**src/hdl/ocr_pkg.sv**
```systemverilog
// How it works
// Signed six-bit offset added per channel
// Format code picks binary, twos, gray coding
// Global type bit: 0 CMOS, 1 LVDS
// Phase field delays divider zero to six
// Five-bit data clock delay, steps of 2500/31
// Per-channel invert and active-low output enable
// Self-test enable, restart, readable 16-bit signature
// Local writes reach only indexed channels
// Transfer bit copies staged values to active
package ocr_pkg;
   localparam logic [9:0] ADDR_CHAN_INDEX   = 10'h0_005; // Channel index
   localparam logic [9:0] ADDR_SELF_TEST    = 10'h0_00e; // Self-test control
   localparam logic [9:0] ADDR_OFFSET       = 10'h0_010; // Offset adjust
   localparam logic [9:0] ADDR_OUT_MODE     = 10'h0_014; // Output mode
   localparam logic [9:0] ADDR_CLK_PHASE    = 10'h0_016; // Clock phase control
   localparam logic [9:0] ADDR_DCLK_DELAY   = 10'h0_017; // Data clock output delay
   localparam logic [9:0] ADDR_REF_SEL      = 10'h0_018; // Reference select
   localparam logic [9:0] ADDR_SIG_LOW      = 10'h0_024; // Signature low byte
   localparam logic [9:0] ADDR_SIG_HIGH     = 10'h0_025; // Signature high byte
   localparam logic [9:0] ADDR_TRANSFER     = 10'h0_0ff; // Transfer
   localparam logic [7:0] RST_CHAN_INDEX    = 8'h03;     // Both channels selected
   localparam logic [7:0] RST_ZERO          = 8'h00;     // Common zero default
   localparam logic [7:0] RST_REF_SEL       = 8'hc0;     // 2.0 V p-p default
   localparam logic [7:0] MASK_SELF_TEST    = 8'h05;     // Bits 2 and 0 live
   localparam logic [7:0] MASK_OFFSET       = 8'h3f;     // Six-bit offset
   localparam logic [7:0] MASK_OUT_MODE     = 8'hd7;     // Bits 7,6,4,2,1,0
   localparam logic [7:0] MASK_CLK_PHASE    = 8'h87;     // Bit 7 and 2:0
   localparam logic [7:0] MASK_DCLK_DELAY   = 8'h1f;     // Five-bit delay
   localparam logic [7:0] MASK_REF_SEL      = 8'hc0;     // Two top bits
   localparam logic [7:0] MASK_CHAN_INDEX   = 8'h03;     // Two channel bits
   localparam logic [7:0] MASK_MODE_GLOB    = 8'hc0;     // Shared output mode bits
   localparam logic [7:0] MASK_MODE_LOCAL   = 8'h17;     // Per-channel output mode bits
   localparam int         BIT_ST_EN         = 0;         // Self-test enable
   localparam int         BIT_ST_RESTART    = 2;         // Self-test restart
   localparam int         BIT_TRANSFER      = 0;         // Transfer bit
   localparam int         BIT_OUT_INV       = 2;         // Output invert
   localparam int         BIT_OUT_EN_N      = 4;         // Output enable bar
   localparam int         BIT_OUT_TYPE      = 6;         // Output type
   localparam int         BIT_DRIVE         = 7;         // Drive strength
   localparam int         BIT_DCLK_INV      = 7;         // Invert data clock
   localparam logic [2:0] PHASE_MAX         = 3'h6;      // Largest legal phase code
   localparam int         DELAY_RANGE_PS    = 2500;      // Data clock delay span
   localparam int         DELAY_STEPS       = 31;        // Steps in that span
   localparam logic [1:0] FMT_OFFSET_BIN    = 2'h0;      // Offset binary
   localparam logic [1:0] FMT_TWOS          = 2'h1;      // Twos complement
   localparam logic [1:0] FMT_GRAY          = 2'h2;      // Gray code
   localparam logic [15:0] SIG_SEED         = 16'h0001;  // Signature seed, arbitrary
   localparam logic [15:0] SIG_POLY         = 16'h1021;  // Signature feedback taps
   localparam int          NCH              = 2;         // Channels

   // Active settings of one channel
   typedef struct packed {
      logic [5:0] offset;    // Signed offset in LSBs
      logic [1:0] fmt;       // Output coding
      logic       invert;    // Output inversion
      logic       en_n;      // Output disable
      logic       st_en;     // Self-test enable
      logic       st_restart;// Self-test restart
   } ocr_chan_t;

   // Active global settings
   typedef struct packed {
      logic       out_lvds;  // 1 LVDS, 0 CMOS
      logic       drive;     // Drive strength select
      logic [2:0] phase;     // Divider delay in input clocks
      logic       dclk_inv;  // Invert data clock output
      logic [4:0] dclk_dly;  // Data clock delay code
      logic [1:0] ref_sel;   // Reference range
   } ocr_glob_t;
endpackage

```
**src/hdl/ocr_chan.sv**
```systemverilog
`timescale 1ns/1ns
// One channel datapath: offset, coding, inversion, enable, self-test
module ocr_chan
(
   input  wire logic              core_clk,   // Core clock
   input  wire logic              nrst,       // Sync reset, active low
   input  wire logic              ce,         // Clock enable
   input  wire ocr_pkg::ocr_chan_t cfg,       // Active channel settings
   input  wire logic [9:0]        sample_in,  // Raw offset-binary sample
   output logic [9:0]             data_out,   // Coded output sample
   output logic                   data_oe,    // Output driven
   output logic [15:0]            signature   // Self-test signature
);
   logic [9:0]  data_reg;       // Output sample
   logic [9:0]  data_next;
   logic        oe_reg;         // Output enable
   logic        oe_next;
   logic [15:0] sig_reg;        // Signature shift register
   logic [15:0] sig_next;
   logic [10:0] sum;            // Offset-corrected sum, one guard bit
   logic [9:0]  corr;           // Saturated corrected sample
   logic [9:0]  coded;          // After coding

   // Datapath and signature next values
   always_comb
   begin
      // signed offset add
      sum = {1'b0, sample_in} + {{5{cfg.offset[5]}}, cfg.offset};
      // Saturate rather than wrap, so a large offset never flips full scale
      // A negative offset that goes below zero borrows into the guard bit
      if (cfg.offset[5] && sum[10])
         corr = 10'h000;
      else if (!cfg.offset[5] && sum[10])
         corr = 10'h3ff;
      else
         corr = sum[9:0];
      // pick the coding
      unique case (cfg.fmt)
         ocr_pkg::FMT_TWOS: coded = {~corr[9], corr[8:0]};
         ocr_pkg::FMT_GRAY: coded = corr ^ (corr >> 1);
         default:           coded = corr;   // 00 and 11 both offset binary
      endcase
      // invert and disable
      data_next = cfg.invert ? ~coded : coded;
      oe_next   = ~cfg.en_n;
      // self-test signature accumulation
      sig_next = sig_reg;
      if (cfg.st_restart)
         sig_next = ocr_pkg::SIG_SEED;
      else if (cfg.st_en)
         sig_next = ({sig_reg[14:0], 1'b0} ^ (sig_reg[15] ? ocr_pkg::SIG_POLY : 16'h0000))
                    ^ {6'h00, data_next};
   end

   // Register stage
   always_ff @(posedge core_clk)
   begin
      if (!nrst)
      begin
         data_reg <= 10'h000;
         oe_reg   <= 1'b0;
         sig_reg  <= 16'h0000;
      end
      else if (ce)
      begin
         data_reg <= data_next;
         oe_reg   <= oe_next;
         sig_reg  <= sig_next;
      end
   end

   assign data_out  = data_reg;
   assign data_oe   = oe_reg;
   assign signature = sig_reg;
endmodule

```
**src/hdl/ocr_regs.sv**
```systemverilog
`timescale 1ns/1ns
// Register bank behind the serial control port, two channels
// Writes land in staged registers; a write of the transfer bit copies them
// into the active set that drives the channel datapaths and global outputs.
// Reads of settings show the staged values, never the active ones; signature reads show the live datapath signatures.
module ocr_regs
(
   input  wire logic                  core_clk,     // Serial port clock
   input  wire logic                  nrst,         // Sync reset, active low
   input  wire logic                  ce,           // Clock enable
   input  wire logic                  wr_en,        // Write strobe, one cycle
   input  wire logic                  rd_en,        // Read strobe, one cycle
   input  wire logic [9:0]            addr,         // Register address
   input  wire logic [7:0]            wdata,        // Write data
   input  wire logic [1:0][9:0]       sample_in,    // Raw samples per channel
   output logic [7:0]                 rdata,        // Read data
   output logic                       rvalid,       // Read data valid
   output logic [1:0][9:0]            data_out,     // Coded samples
   output logic [1:0]                 data_oe,      // Channel output enables
   output ocr_pkg::ocr_glob_t         glob_out      // Active global settings
);
   // Staged (master) registers, per channel where local.
   // The datapath never looks at these, so a half-written set of fields
   // cannot reach the outputs before software asks for a transfer.
   logic [7:0]            idx_reg, idx_next;          // Channel index
   logic [1:0][7:0]       st_reg, st_next;            // Self-test control
   logic [1:0][7:0]       ofs_reg, ofs_next;          // Offset adjust
   logic [1:0][7:0]       mode_reg, mode_next;        // Output mode, local part
   logic [7:0]            gmode_reg, gmode_next;      // Output mode, global part
   logic [7:0]            phase_reg, phase_next;      // Clock phase control
   logic [7:0]            dly_reg, dly_next;          // Data clock delay
   logic [7:0]            ref_reg, ref_next;          // Reference select
   // Active (slave) copies, loaded only by a transfer; restart bits clear again a cycle later. All channels load
   // together so both datapaths switch on the same edge.
   ocr_pkg::ocr_chan_t [1:0] act_reg, act_next;       // Active channel settings
   ocr_pkg::ocr_glob_t       glob_reg, glob_next;     // Active global settings
   logic [7:0]            rdata_reg, rdata_next;      // Read data
   logic                  rvalid_reg, rvalid_next;    // Read valid
   logic [1:0][15:0]      sig;                        // Channel signatures
   logic                  xfer;                       // Transfer strobe
   logic [0:0]            rsel;                       // Channel read back

   // Staged register writes and transfer
   always_comb
   begin
      // Hold every staged register unless written
      idx_next   = idx_reg;
      st_next    = st_reg;
      ofs_next   = ofs_reg;
      mode_next  = mode_reg;
      gmode_next = gmode_reg;
      phase_next = phase_reg;
      dly_next   = dly_reg;
      ref_next   = ref_reg;
      // transfer strobe
      // Decoded from the live bus so the copy happens on the write edge itself;
      // the transfer register has no storage and so reads back as zero
      xfer = wr_en && addr == ocr_pkg::ADDR_TRANSFER && wdata[ocr_pkg::BIT_TRANSFER];
      // Global registers take every write
      if (wr_en)
      begin
         unique case (addr)
            // Only the two channel bits exist
            ocr_pkg::ADDR_CHAN_INDEX: idx_next = wdata & ocr_pkg::MASK_CHAN_INDEX;
            // Global half of output mode ignores the channel index
            ocr_pkg::ADDR_OUT_MODE:
               gmode_next = wdata & ocr_pkg::MASK_OUT_MODE & ocr_pkg::MASK_MODE_GLOB;
            ocr_pkg::ADDR_CLK_PHASE:
               // codes above six are clamped
               // Clamping keeps the invert bit and drops the open bits
               phase_next = (wdata[2:0] > ocr_pkg::PHASE_MAX)
                            ? {wdata[7], 4'h0, ocr_pkg::PHASE_MAX}
                            : (wdata & ocr_pkg::MASK_CLK_PHASE);
            // five-bit delay code
            ocr_pkg::ADDR_DCLK_DELAY: dly_next = wdata & ocr_pkg::MASK_DCLK_DELAY;
            // Reference range lives in the top two bits
            ocr_pkg::ADDR_REF_SEL:    ref_next = wdata & ocr_pkg::MASK_REF_SEL;
            // Local, read-only and unmapped addresses fall through
            default: ;
         endcase
      end
      // local writes gated by channel index
      for (int c = 0; c < ocr_pkg::NCH; c++)
      begin
         // A channel whose index bit is clear keeps its staged value, so software
         // can give the two channels different settings before one transfer
         if (wr_en && idx_reg[c])
         begin
            if (addr == ocr_pkg::ADDR_SELF_TEST)
               st_next[c] = wdata & ocr_pkg::MASK_SELF_TEST;
            if (addr == ocr_pkg::ADDR_OFFSET)
               ofs_next[c] = wdata & ocr_pkg::MASK_OFFSET;
            if (addr == ocr_pkg::ADDR_OUT_MODE)
               // Local half: enable bar, invert, format
               mode_next[c] = wdata & ocr_pkg::MASK_OUT_MODE & ocr_pkg::MASK_MODE_LOCAL;
         end
      end
      // copy staged values into active set
      // A transfer with bit 0 clear does nothing
      act_next  = act_reg;
      glob_next = glob_reg;
      if (xfer)
      begin
         // Every channel loads, whatever the index; the index steers only writes and read back
         for (int c = 0; c < ocr_pkg::NCH; c++)
         begin
            act_next[c].offset     = ofs_reg[c][5:0];
            act_next[c].fmt        = mode_reg[c][1:0];
            act_next[c].invert     = mode_reg[c][ocr_pkg::BIT_OUT_INV];
            act_next[c].en_n       = mode_reg[c][ocr_pkg::BIT_OUT_EN_N];
            act_next[c].st_en      = st_reg[c][ocr_pkg::BIT_ST_EN];
            act_next[c].st_restart = st_reg[c][ocr_pkg::BIT_ST_RESTART];
         end
         // global output type
         // Phase, delay and reference steer circuits outside this block
         glob_next.out_lvds = gmode_reg[ocr_pkg::BIT_OUT_TYPE];
         glob_next.drive    = gmode_reg[ocr_pkg::BIT_DRIVE];
         glob_next.phase    = phase_reg[2:0];
         glob_next.dclk_inv = phase_reg[ocr_pkg::BIT_DCLK_INV];
         glob_next.dclk_dly = dly_reg[4:0];
         glob_next.ref_sel  = ref_reg[7:6];
      end
      else
      begin
         // Restart is a one-shot so the signature does not stay pinned
         for (int c = 0; c < ocr_pkg::NCH; c++)
            act_next[c].st_restart = 1'b0;
      end
   end

   // Read back; local registers show the lowest indexed channel
   // Reading is registered so rdata stands until the next read; a local
   // read with no channel selected shows channel B
   always_comb
   begin
      // Channel A wins when both index bits are set
      rsel        = idx_reg[0] ? 1'b0 : 1'b1;
      // Valid is a one-cycle echo of the strobe
      rvalid_next = rd_en;
      // Last read data holds between reads
      rdata_next  = rdata_reg;
      if (rd_en)
      begin
         unique case (addr)
            ocr_pkg::ADDR_CHAN_INDEX: rdata_next = idx_reg;
            ocr_pkg::ADDR_SELF_TEST:  rdata_next = st_reg[rsel];
            ocr_pkg::ADDR_OFFSET:     rdata_next = ofs_reg[rsel];
            // Global and local halves of output mode share one byte
            ocr_pkg::ADDR_OUT_MODE:   rdata_next = gmode_reg | mode_reg[rsel];
            ocr_pkg::ADDR_CLK_PHASE:  rdata_next = phase_reg;
            ocr_pkg::ADDR_DCLK_DELAY: rdata_next = dly_reg;
            ocr_pkg::ADDR_REF_SEL:    rdata_next = ref_reg;
            // read-only signature bytes
            ocr_pkg::ADDR_SIG_LOW:    rdata_next = sig[rsel][7:0];
            ocr_pkg::ADDR_SIG_HIGH:   rdata_next = sig[rsel][15:8];
            // Transfer and unmapped addresses read as zero
            default:                  rdata_next = ocr_pkg::RST_ZERO;
         endcase
      end
   end

   // Register everything
   // Synchronous reset; ce low freezes every register, staged and active alike
   always_ff @(posedge core_clk)
   begin
      if (!nrst)
      begin
         // Staged set
         idx_reg    <= ocr_pkg::RST_CHAN_INDEX;
         st_reg     <= '0;
         ofs_reg    <= '0;
         mode_reg   <= '0;
         gmode_reg  <= ocr_pkg::RST_ZERO;
         phase_reg  <= ocr_pkg::RST_ZERO;
         dly_reg    <= ocr_pkg::RST_ZERO;
         ref_reg    <= ocr_pkg::RST_REF_SEL;
         act_reg    <= '0;
         // Active reference matches the staged default
         glob_reg   <= '{ref_sel: ocr_pkg::RST_REF_SEL[7:6], default: '0};
         rdata_reg  <= ocr_pkg::RST_ZERO;
         rvalid_reg <= 1'b0;
      end
      else if (ce)
      begin
         // Staged set
         idx_reg    <= idx_next;
         st_reg     <= st_next;
         ofs_reg    <= ofs_next;
         mode_reg   <= mode_next;
         gmode_reg  <= gmode_next;
         phase_reg  <= phase_next;
         dly_reg    <= dly_next;
         ref_reg    <= ref_next;
         // Active set and read port
         act_reg    <= act_next;
         glob_reg   <= glob_next;
         rdata_reg  <= rdata_next;
         rvalid_reg <= rvalid_next;
      end
   end

   // One datapath per channel
   // The channels share the clock enable so their samples stay aligned
   for (genvar c = 0; c < ocr_pkg::NCH; c++)
   begin : g_chan
      ocr_chan u_chan
      (
         .core_clk  (core_clk),
         .nrst      (nrst),
         .ce        (ce),
         .cfg       (act_reg[c]),
         .sample_in (sample_in[c]),
         .data_out  (data_out[c]),
         .data_oe   (data_oe[c]),
         .signature (sig[c])
      );
   end

   // Outputs come straight from registers
   assign rdata    = rdata_reg;
   assign rvalid   = rvalid_reg;
   assign glob_out = glob_reg;
endmodule

```
**config.mk**
```make
export PLATFORM = sky130hd
export DESIGN_NAME = ocr_regs
export DESIGN_NICKNAME = d
export VERILOG_FILES = /design/src/hdl/ocr_pkg.sv /design/src/hdl/ocr_chan.sv /design/src/hdl/ocr_regs.sv
export SDC_FILE = /design/constraint.sdc
export NUM_CORES = 1
export LEC_CHECK = 0
export ABC_AREA = 1
export BUFFER_PORTS_ARGS = -buffer_cell sky130_fd_sc_hd__buf_4
export CAP_MARGIN = 15
export CORE_ASPECT_RATIO = 1.1
export CORE_MARGIN = 1
export CORE_UTILIZATION = 47
export CTS_CLUSTER_SIZE = 12
export DETAILED_ROUTE_END_ITERATION = 6
export HOLD_SLACK_MARGIN = 0.08
export PLACE_DENSITY = 0.66
export SYNTH_ARGS = -nofsm -noshare
export SYNTH_HDL_FRONTEND = slang
export SYNTH_HIERARCHICAL = 1
export SYNTH_SLANG_ARGS = --single-unit
```
**constraint.sdc**
```tcl
create_clock -name core_clk -period 3.2 [get_ports core_clk]
set_clock_uncertainty 0.15 [all_clocks]
set_input_delay 0.48 -clock core_clk [delete_from_list [all_inputs] [get_ports core_clk]]
set_output_delay 0.48 -clock core_clk [all_outputs]
set_load 0.01 [all_outputs]
```
==> results of run 1 <==
-- per-layer routing --
metal	vias to the layer above	track usage, %	wire [µm]
li1	4558	-	-
met1	3942	35.8	11400
met2	243	46.4	11900
met3	35	4.10	1250
met4	0	9.01	466
met5	-	0	0
-- cell families (layout without fill, tap and decap cells) --
group | count (synthesis) | after routing | synth area share [%]
simple gates | 729 | 729 | 37.4
compound gates | 244 | 244 | 15.6
buf+inv | 190 | 276 | 8.97
flops | 139 | 139 | 32.4
fa+ha+maj | 26 | 26 | 3.97
xor+xnor | 11 | 11 | 1.12
mux | 4 | 4 | 0.467
-- power by group through the flow --
stage	Sequential (mW)	Clock [mW]	Combinational (mW)
6_report	1.76	2.22	0.367
5_1_grt	1.76	2.33	0.410
4_1_cts	1.76	2.25	0.367
3_5_place_dp	1.80	0	0.365
3_3_place_gp	1.80	0	0.363
2_1_floorplan	1.81	0	0.209
-- cells in the mapped netlist, types with 5 or more instances --
library cell	count	area [µm²]
dfxtp_1	139	2780
o21ai_1	18	90.1
a21oi_1	101	505
nand2_1	396	1490
xor2_1	10	87.6
clkbuf_1	22	82.6
nand3_1	136	681
o21ai_0	92	460
ha_1	24	300
nor2_1	115	432
nor2_2	11	68.8
inv_1	135	507
nand3_2	7	70.1
buf_2	11	55.1
nand2_2	6	37.5
buf_4	6	45.0
inv_2	8	30.0
a21oi_2	14	123
nand3b_1	21	158
o211ai_1	11	82.6
nand4_1	25	156
a31oi_1	5	31.3
-- timing repair --
item                       in CTS  in global routing
setup buffers                   0                  0
resized for setup               0                  1
setup endpoints to repair       0                  1
-- final cells by class --
| type | instances | share of cell area (%) |
|---|---|---|
| inverters | 145 | 5.46 |
| repair buffers | 99 | 7.38 |
| well taps | 238 | 2.96 |
| clock inverters | 15 | 2.36 |
| multi-input cells | 1014 | 50.0 |
| clock buffers | 17 | 4.23 |
| flip-flops and latches | 139 | 27.7 |
-- worst paths after layout --
| kind | cells past startpoint | end | slack [ns] |
|---|---|---|---|
| setup reg to reg | 17 | g_chan[1].u_chan/signature[0] | 0.37 |
| setup / recovery | 17 | g_chan[1].u_chan/signature[0] | 0.37 |
| hold / removal | 3 | ofs_reg[5] | 0.18 |
| hold reg to reg | 2 | rvalid | 0.32 |
-- worst max-delay path, cell delays in order (launching register included) --
cell     delay, ns
dfxtp_1       0.51
ha_1          0.35
nand2_1       0.12
inv_1         0.06
a21oi_2       0.20
nand3_2       0.12
nand2_4       0.19
inv_2         0.08
nor2_1        0.17
nor2_1        0.08
nand3_1       0.07
nand3_1       0.14
nand2_1       0.15
nand2_1       0.07
nand3_1       0.08
nand3_1       0.07
nand2_1       0.08
inv_1         0.04
==> results.yml, run 1 <==
run_status:
  outcome: "finished, violations left"
  violations: "DRC"
clock_network:
  numCtsBuffers: 17
  worstSkewPairLatency_ns: 0.43
  cts_num_sinks: 139
  cts_max_level: 4
  clockBufferDepth: 2
  cts-root-buf: "clkbuf_16"
  clkSlewWorstSetupHoldPaths_ns: 0.07
  cts_tree: "built"
  cts_hold_buffers: 0
timing:
  setup_tns_ns: 0
  fin_hold_ws_ns: 0.179
  finalHoldViolCount: 0
  worst_pin_slew_ns: 0.744
  fin_crit_ns: 2.83
  slew_headroom_pct: 50.3
  finalCritPeriodShare_pct: 88.4
  rsz0062_at_grt: "no"
  fin_ws_ns: 0.371
  final-setup-viol-count: 0
  report.final.slew_viol_count: 0
  fmax_mhz: 353
routing:
  wire_per_inst_um: 15.0
  dr.pass1.iters: 7
  drcViolationCount: 2
  viasPerCell: 5.27
  drtAntennaViolNets: 0
  wirelength_um: 25000
  first_iter_violations: 565
  via_count: 8778
layout:
  fillers: 1811
  drive_gt1_share_pct: 13.5
  multi_input_area_um2: 5030
  final_area_um2: 10100
  num_antenna_cells: 0
  ff_latch_area_um2: 2780
  largest_reg_flops: 32
  nets: 1485
  final_cell_mix: "nand2_1 (396), dfxtp_1 (138), nand3_1 (136), inv_1 (135), nor2_1 (115)"
  area_growth_pct: 17.3
  post-route-util_pct: 56.5
  final_cells: 1667
  final_common_cell: "nand2_1"
global_routing:
  grt_usage_pct: 27.6
  grt_pass1_wl_um: 39900
  grt_overflow: 0
  grt_pass1_vias: 7894
  grt_max_degree: 45
  antenna_found_initial: 0
synthesis:
  yosys_warnings: 6
  syn_nets: 1412
  synth_edf_count: 0
  synthCells: 1343
  synth-main-ff-cell: "dfxtp_1"
  yosysSeqAreaShare_pct: 32.4
  synthesis.area_um2: 8580
  syn_area_per_cell_um2: 6.39
  yosys_register_bits: 139
  synth_cell_types: 38
  async_flop_share_pct: 0
power_and_ir_drop:
  powerDensity_nw_per_um2: 432
  power_switching_mw: 1.06
  internal-power_mw: 3.29
  clkPwrFrac_pct: 51.0
  p_leak_nw: 4.83
  ir_worst_vdd_mv: 0.363
  swShare_pct: 24.4
  finalPower_mw: 4.35
  pwr-share-comb_pct: 8.4
  p_seq_share_pct: 40.5
floorplanning:
  die_w_um: 131
  die_h_um: 144
  die_area_um2: 18800
  io_pins: 87
  rows: 51
  core_area_um2: 17800
  start_util_pct: 48.2
min_path:
  hold_path.startpoint: "wdata[5]"
  hp-class: "input port to flip-flop"
flow_run:
  cap_violations: 0
worst_setup_path:
  worstSetupEndpointType: "flip-flop"
  crit_path_start: "act_reg[23]"
  startpoint_type: "flip-flop"
  path_max_fanout: 16
  worst_ep_required_time_ns: 3.38
  critPathKind: "flip-flop to flip-flop"
  r2r_start: "act_reg[23]"
  arrival_ns: 3.01
placement:
  dp.cells: 1635
  numPortBuffers: 86
  pre_cts_ws_ns: 0.195
  hpwlAfterDp_um: 19300
  dpl-instance-area_um2: 9400
  gp_congestion: 0.963
(Power assumes the default switching activity.)
==> inputs of run 2 (changes only) <==
CORE_UTILIZATION = 45   (was 47)
PLACE_DENSITY = default   (was 0.66)
==> results.yml, run 2 (same netlist as run 1, synthesis figures left out) <==
worst_setup_path:
  cp.buffers_inverters: 2
  startpoint_type: "flip-flop"
  critPathMostFrequentCell: "nand2_1"
  r2r_start: "act_reg[11]"
  crit_path_start: "act_reg[11]"
  cp_cell_sequence: "ha_1, nand2_1, nand2_1, inv_2, nand2_1, nand2_1, nand3_2, nand2_4, inv_1, o21ai_1, nand2_1, nand3_1, nand2_1, or2_1, nand3_1, a21oi_1"
  path_max_fanout: 15
  cp_slowest_stage_delay_ns: 0.54
  crit_slowest_cell: "dfxtp_1"
  worst_ep_required_time_ns: 3.33
  critPathKind: "flip-flop to flip-flop"
  cpLargestDelayFamily: "simple AND/OR/NAND/NOR gates"
  arrival_ns: 2.96
  worstSetupEndpointType: "flip-flop"
layout:
  final_cell_mix: "nand2_1 (396), dfxtp_1 (139), nand3_1 (136), inv_1 (135), nor2_1 (115)"
  largest_reg_flops: 32
  nets: 1485
  area_growth_pct: 16.1
  num_antenna_cells: 0
  final_cells: 1672
  fillers: 1927
  final_area_um2: 9960
  final_common_cell: "nand2_1"
  post-route-util_pct: 53.7
  drive_gt1_share_pct: 13.4
clock_network:
  cts_num_sinks: 139
  worstSkewPairLatency_ns: 0.43
  cts_tree: "built"
  cts_max_level: 4
  cts-root-buf: "clkbuf_16"
  clockBufferDepth: 2
  clkSlewWorstSetupHoldPaths_ns: 0.06
  numCtsBuffers: 17
  post_cts_resized: 0
  cts_hold_buffers: 0
  postCtsSetupBuffers: 0
power_and_ir_drop:
  p_leak_nw: 4.78
  ir_worst_vdd_mv: 0.395
  powerDensity_nw_per_um2: 402
routing:
  drcViolationCount: 0
  wire_per_inst_um: 15.2
  viasPerCell: 5.25
  dr.pass1.iters: 5
  wirelength_um: 25400
  via_count: 8773
  first_iter_violations: 606
  drtAntennaViolNets: 0
floorplanning:
  rows: 52
  die_area_um2: 19600
  io_pins: 87
  start_util_pct: 46.3
  core_area_um2: 18500
  die_h_um: 147
  die_w_um: 134
min_path:
  hp-class: "input port to flip-flop"
  hold_path.startpoint: "wdata[5]"
timing:
  final-setup-viol-count: 0
  finalHoldViolCount: 0
  worst_pin_slew_ns: 0.770
  slew_headroom_pct: 48.6
  fmax_mhz: 353
  report.final.slew_viol_count: 0
  rsz0062_at_grt: "no"
  setup_tns_ns: 0
  finalCritPeriodShare_pct: 88.4
  fin_crit_ns: 2.83
run_status:
  outcome: "complete, no violations"
placement:
  dp.cells: 1640
  dpl-instance-area_um2: 9410
  gp_congestion: 0.924
  numPortBuffers: 86
  hpwlAfterDp_um: 19600
global_routing:
  grt_overflow: 0
  grt_usage_pct: 27.0
  grt_pass1_vias: 8031
  grt_max_degree: 47
  grt_pass1_wl_um: 41800
  antenna_found_initial: 0
flow_run:
  cap_violations: 0
[run 2: per-stage QoR]
step | setup slack (ns) | power (mW) | hold slack (ns)
detailed placement | 0.173 | 2.17 | 0.286
global route | 0.0670 | 4.17 | 0.174
global placement | 0.241 | 2.17 | 0.271
CTS | 0.353 | 4.03 | 0.156
finish | 0.370 | 4.01 | 0.161
floorplan | 0.608 | 2.02 | 0.260
[run 2: power breakdown]
part	leakage, nW	internal [mW]	total [mW]	switching [mW]
Combinational	3.39	0.137	0.365	0.228
Clock	0.266	1.02	1.88	0.860
Sequential	1.13	1.75	1.76	0.0125
Total	4.78	2.90	4.01	1.10
[run 2: cell type report]
class	instances	area [µm²]	area share, %
Inverter	145	549	5.51
Multi-Input combinational cell	1014	5030	50.5
Sequential cell	139	2780	27.9
Tap cell	243	304	3.05
Clock buffer	17	425	4.27
Timing Repair Buffer	99	743	7.46
Clock inverter	15	129	1.29
[run 2: final timing paths]
kind / depth (start not counted) / end / slack [ns]
hold reg to reg: 1 / g_chan[1].u_chan/data_oe / 0.29
hold / removal: 3 / ofs_reg[13] / 0.16
setup reg to reg: 16 / g_chan[0].u_chan/signature[9] / 0.37
setup / recovery: 16 / g_chan[0].u_chan/signature[9] / 0.37
[run 2: worst register-to-register path, cell delays in order (launching register included)]
cell	delay, ns
dfxtp_1	0.54
ha_1	0.35
nand2_1	0.08
nand2_1	0.09
inv_2	0.08
nand2_1	0.05
nand2_1	0.10
nand3_2	0.09
nand2_4	0.18
inv_1	0.09
o21ai_1	0.25
nand2_1	0.11
nand3_1	0.08
nand2_1	0.09
or2_1	0.21
nand3_1	0.06
a21oi_1	0.07
[run 2: routing by layer]
| layer | routed length, µm | GRT usage (%) |
|---|---|---|
| met5 | 0 | 0 |
| met4 | 410 | 7.44 |
| met3 | 920 | 4.11 |
| met2 | 12000 | 44.4 |
| met1 | 12100 | 36.6 |
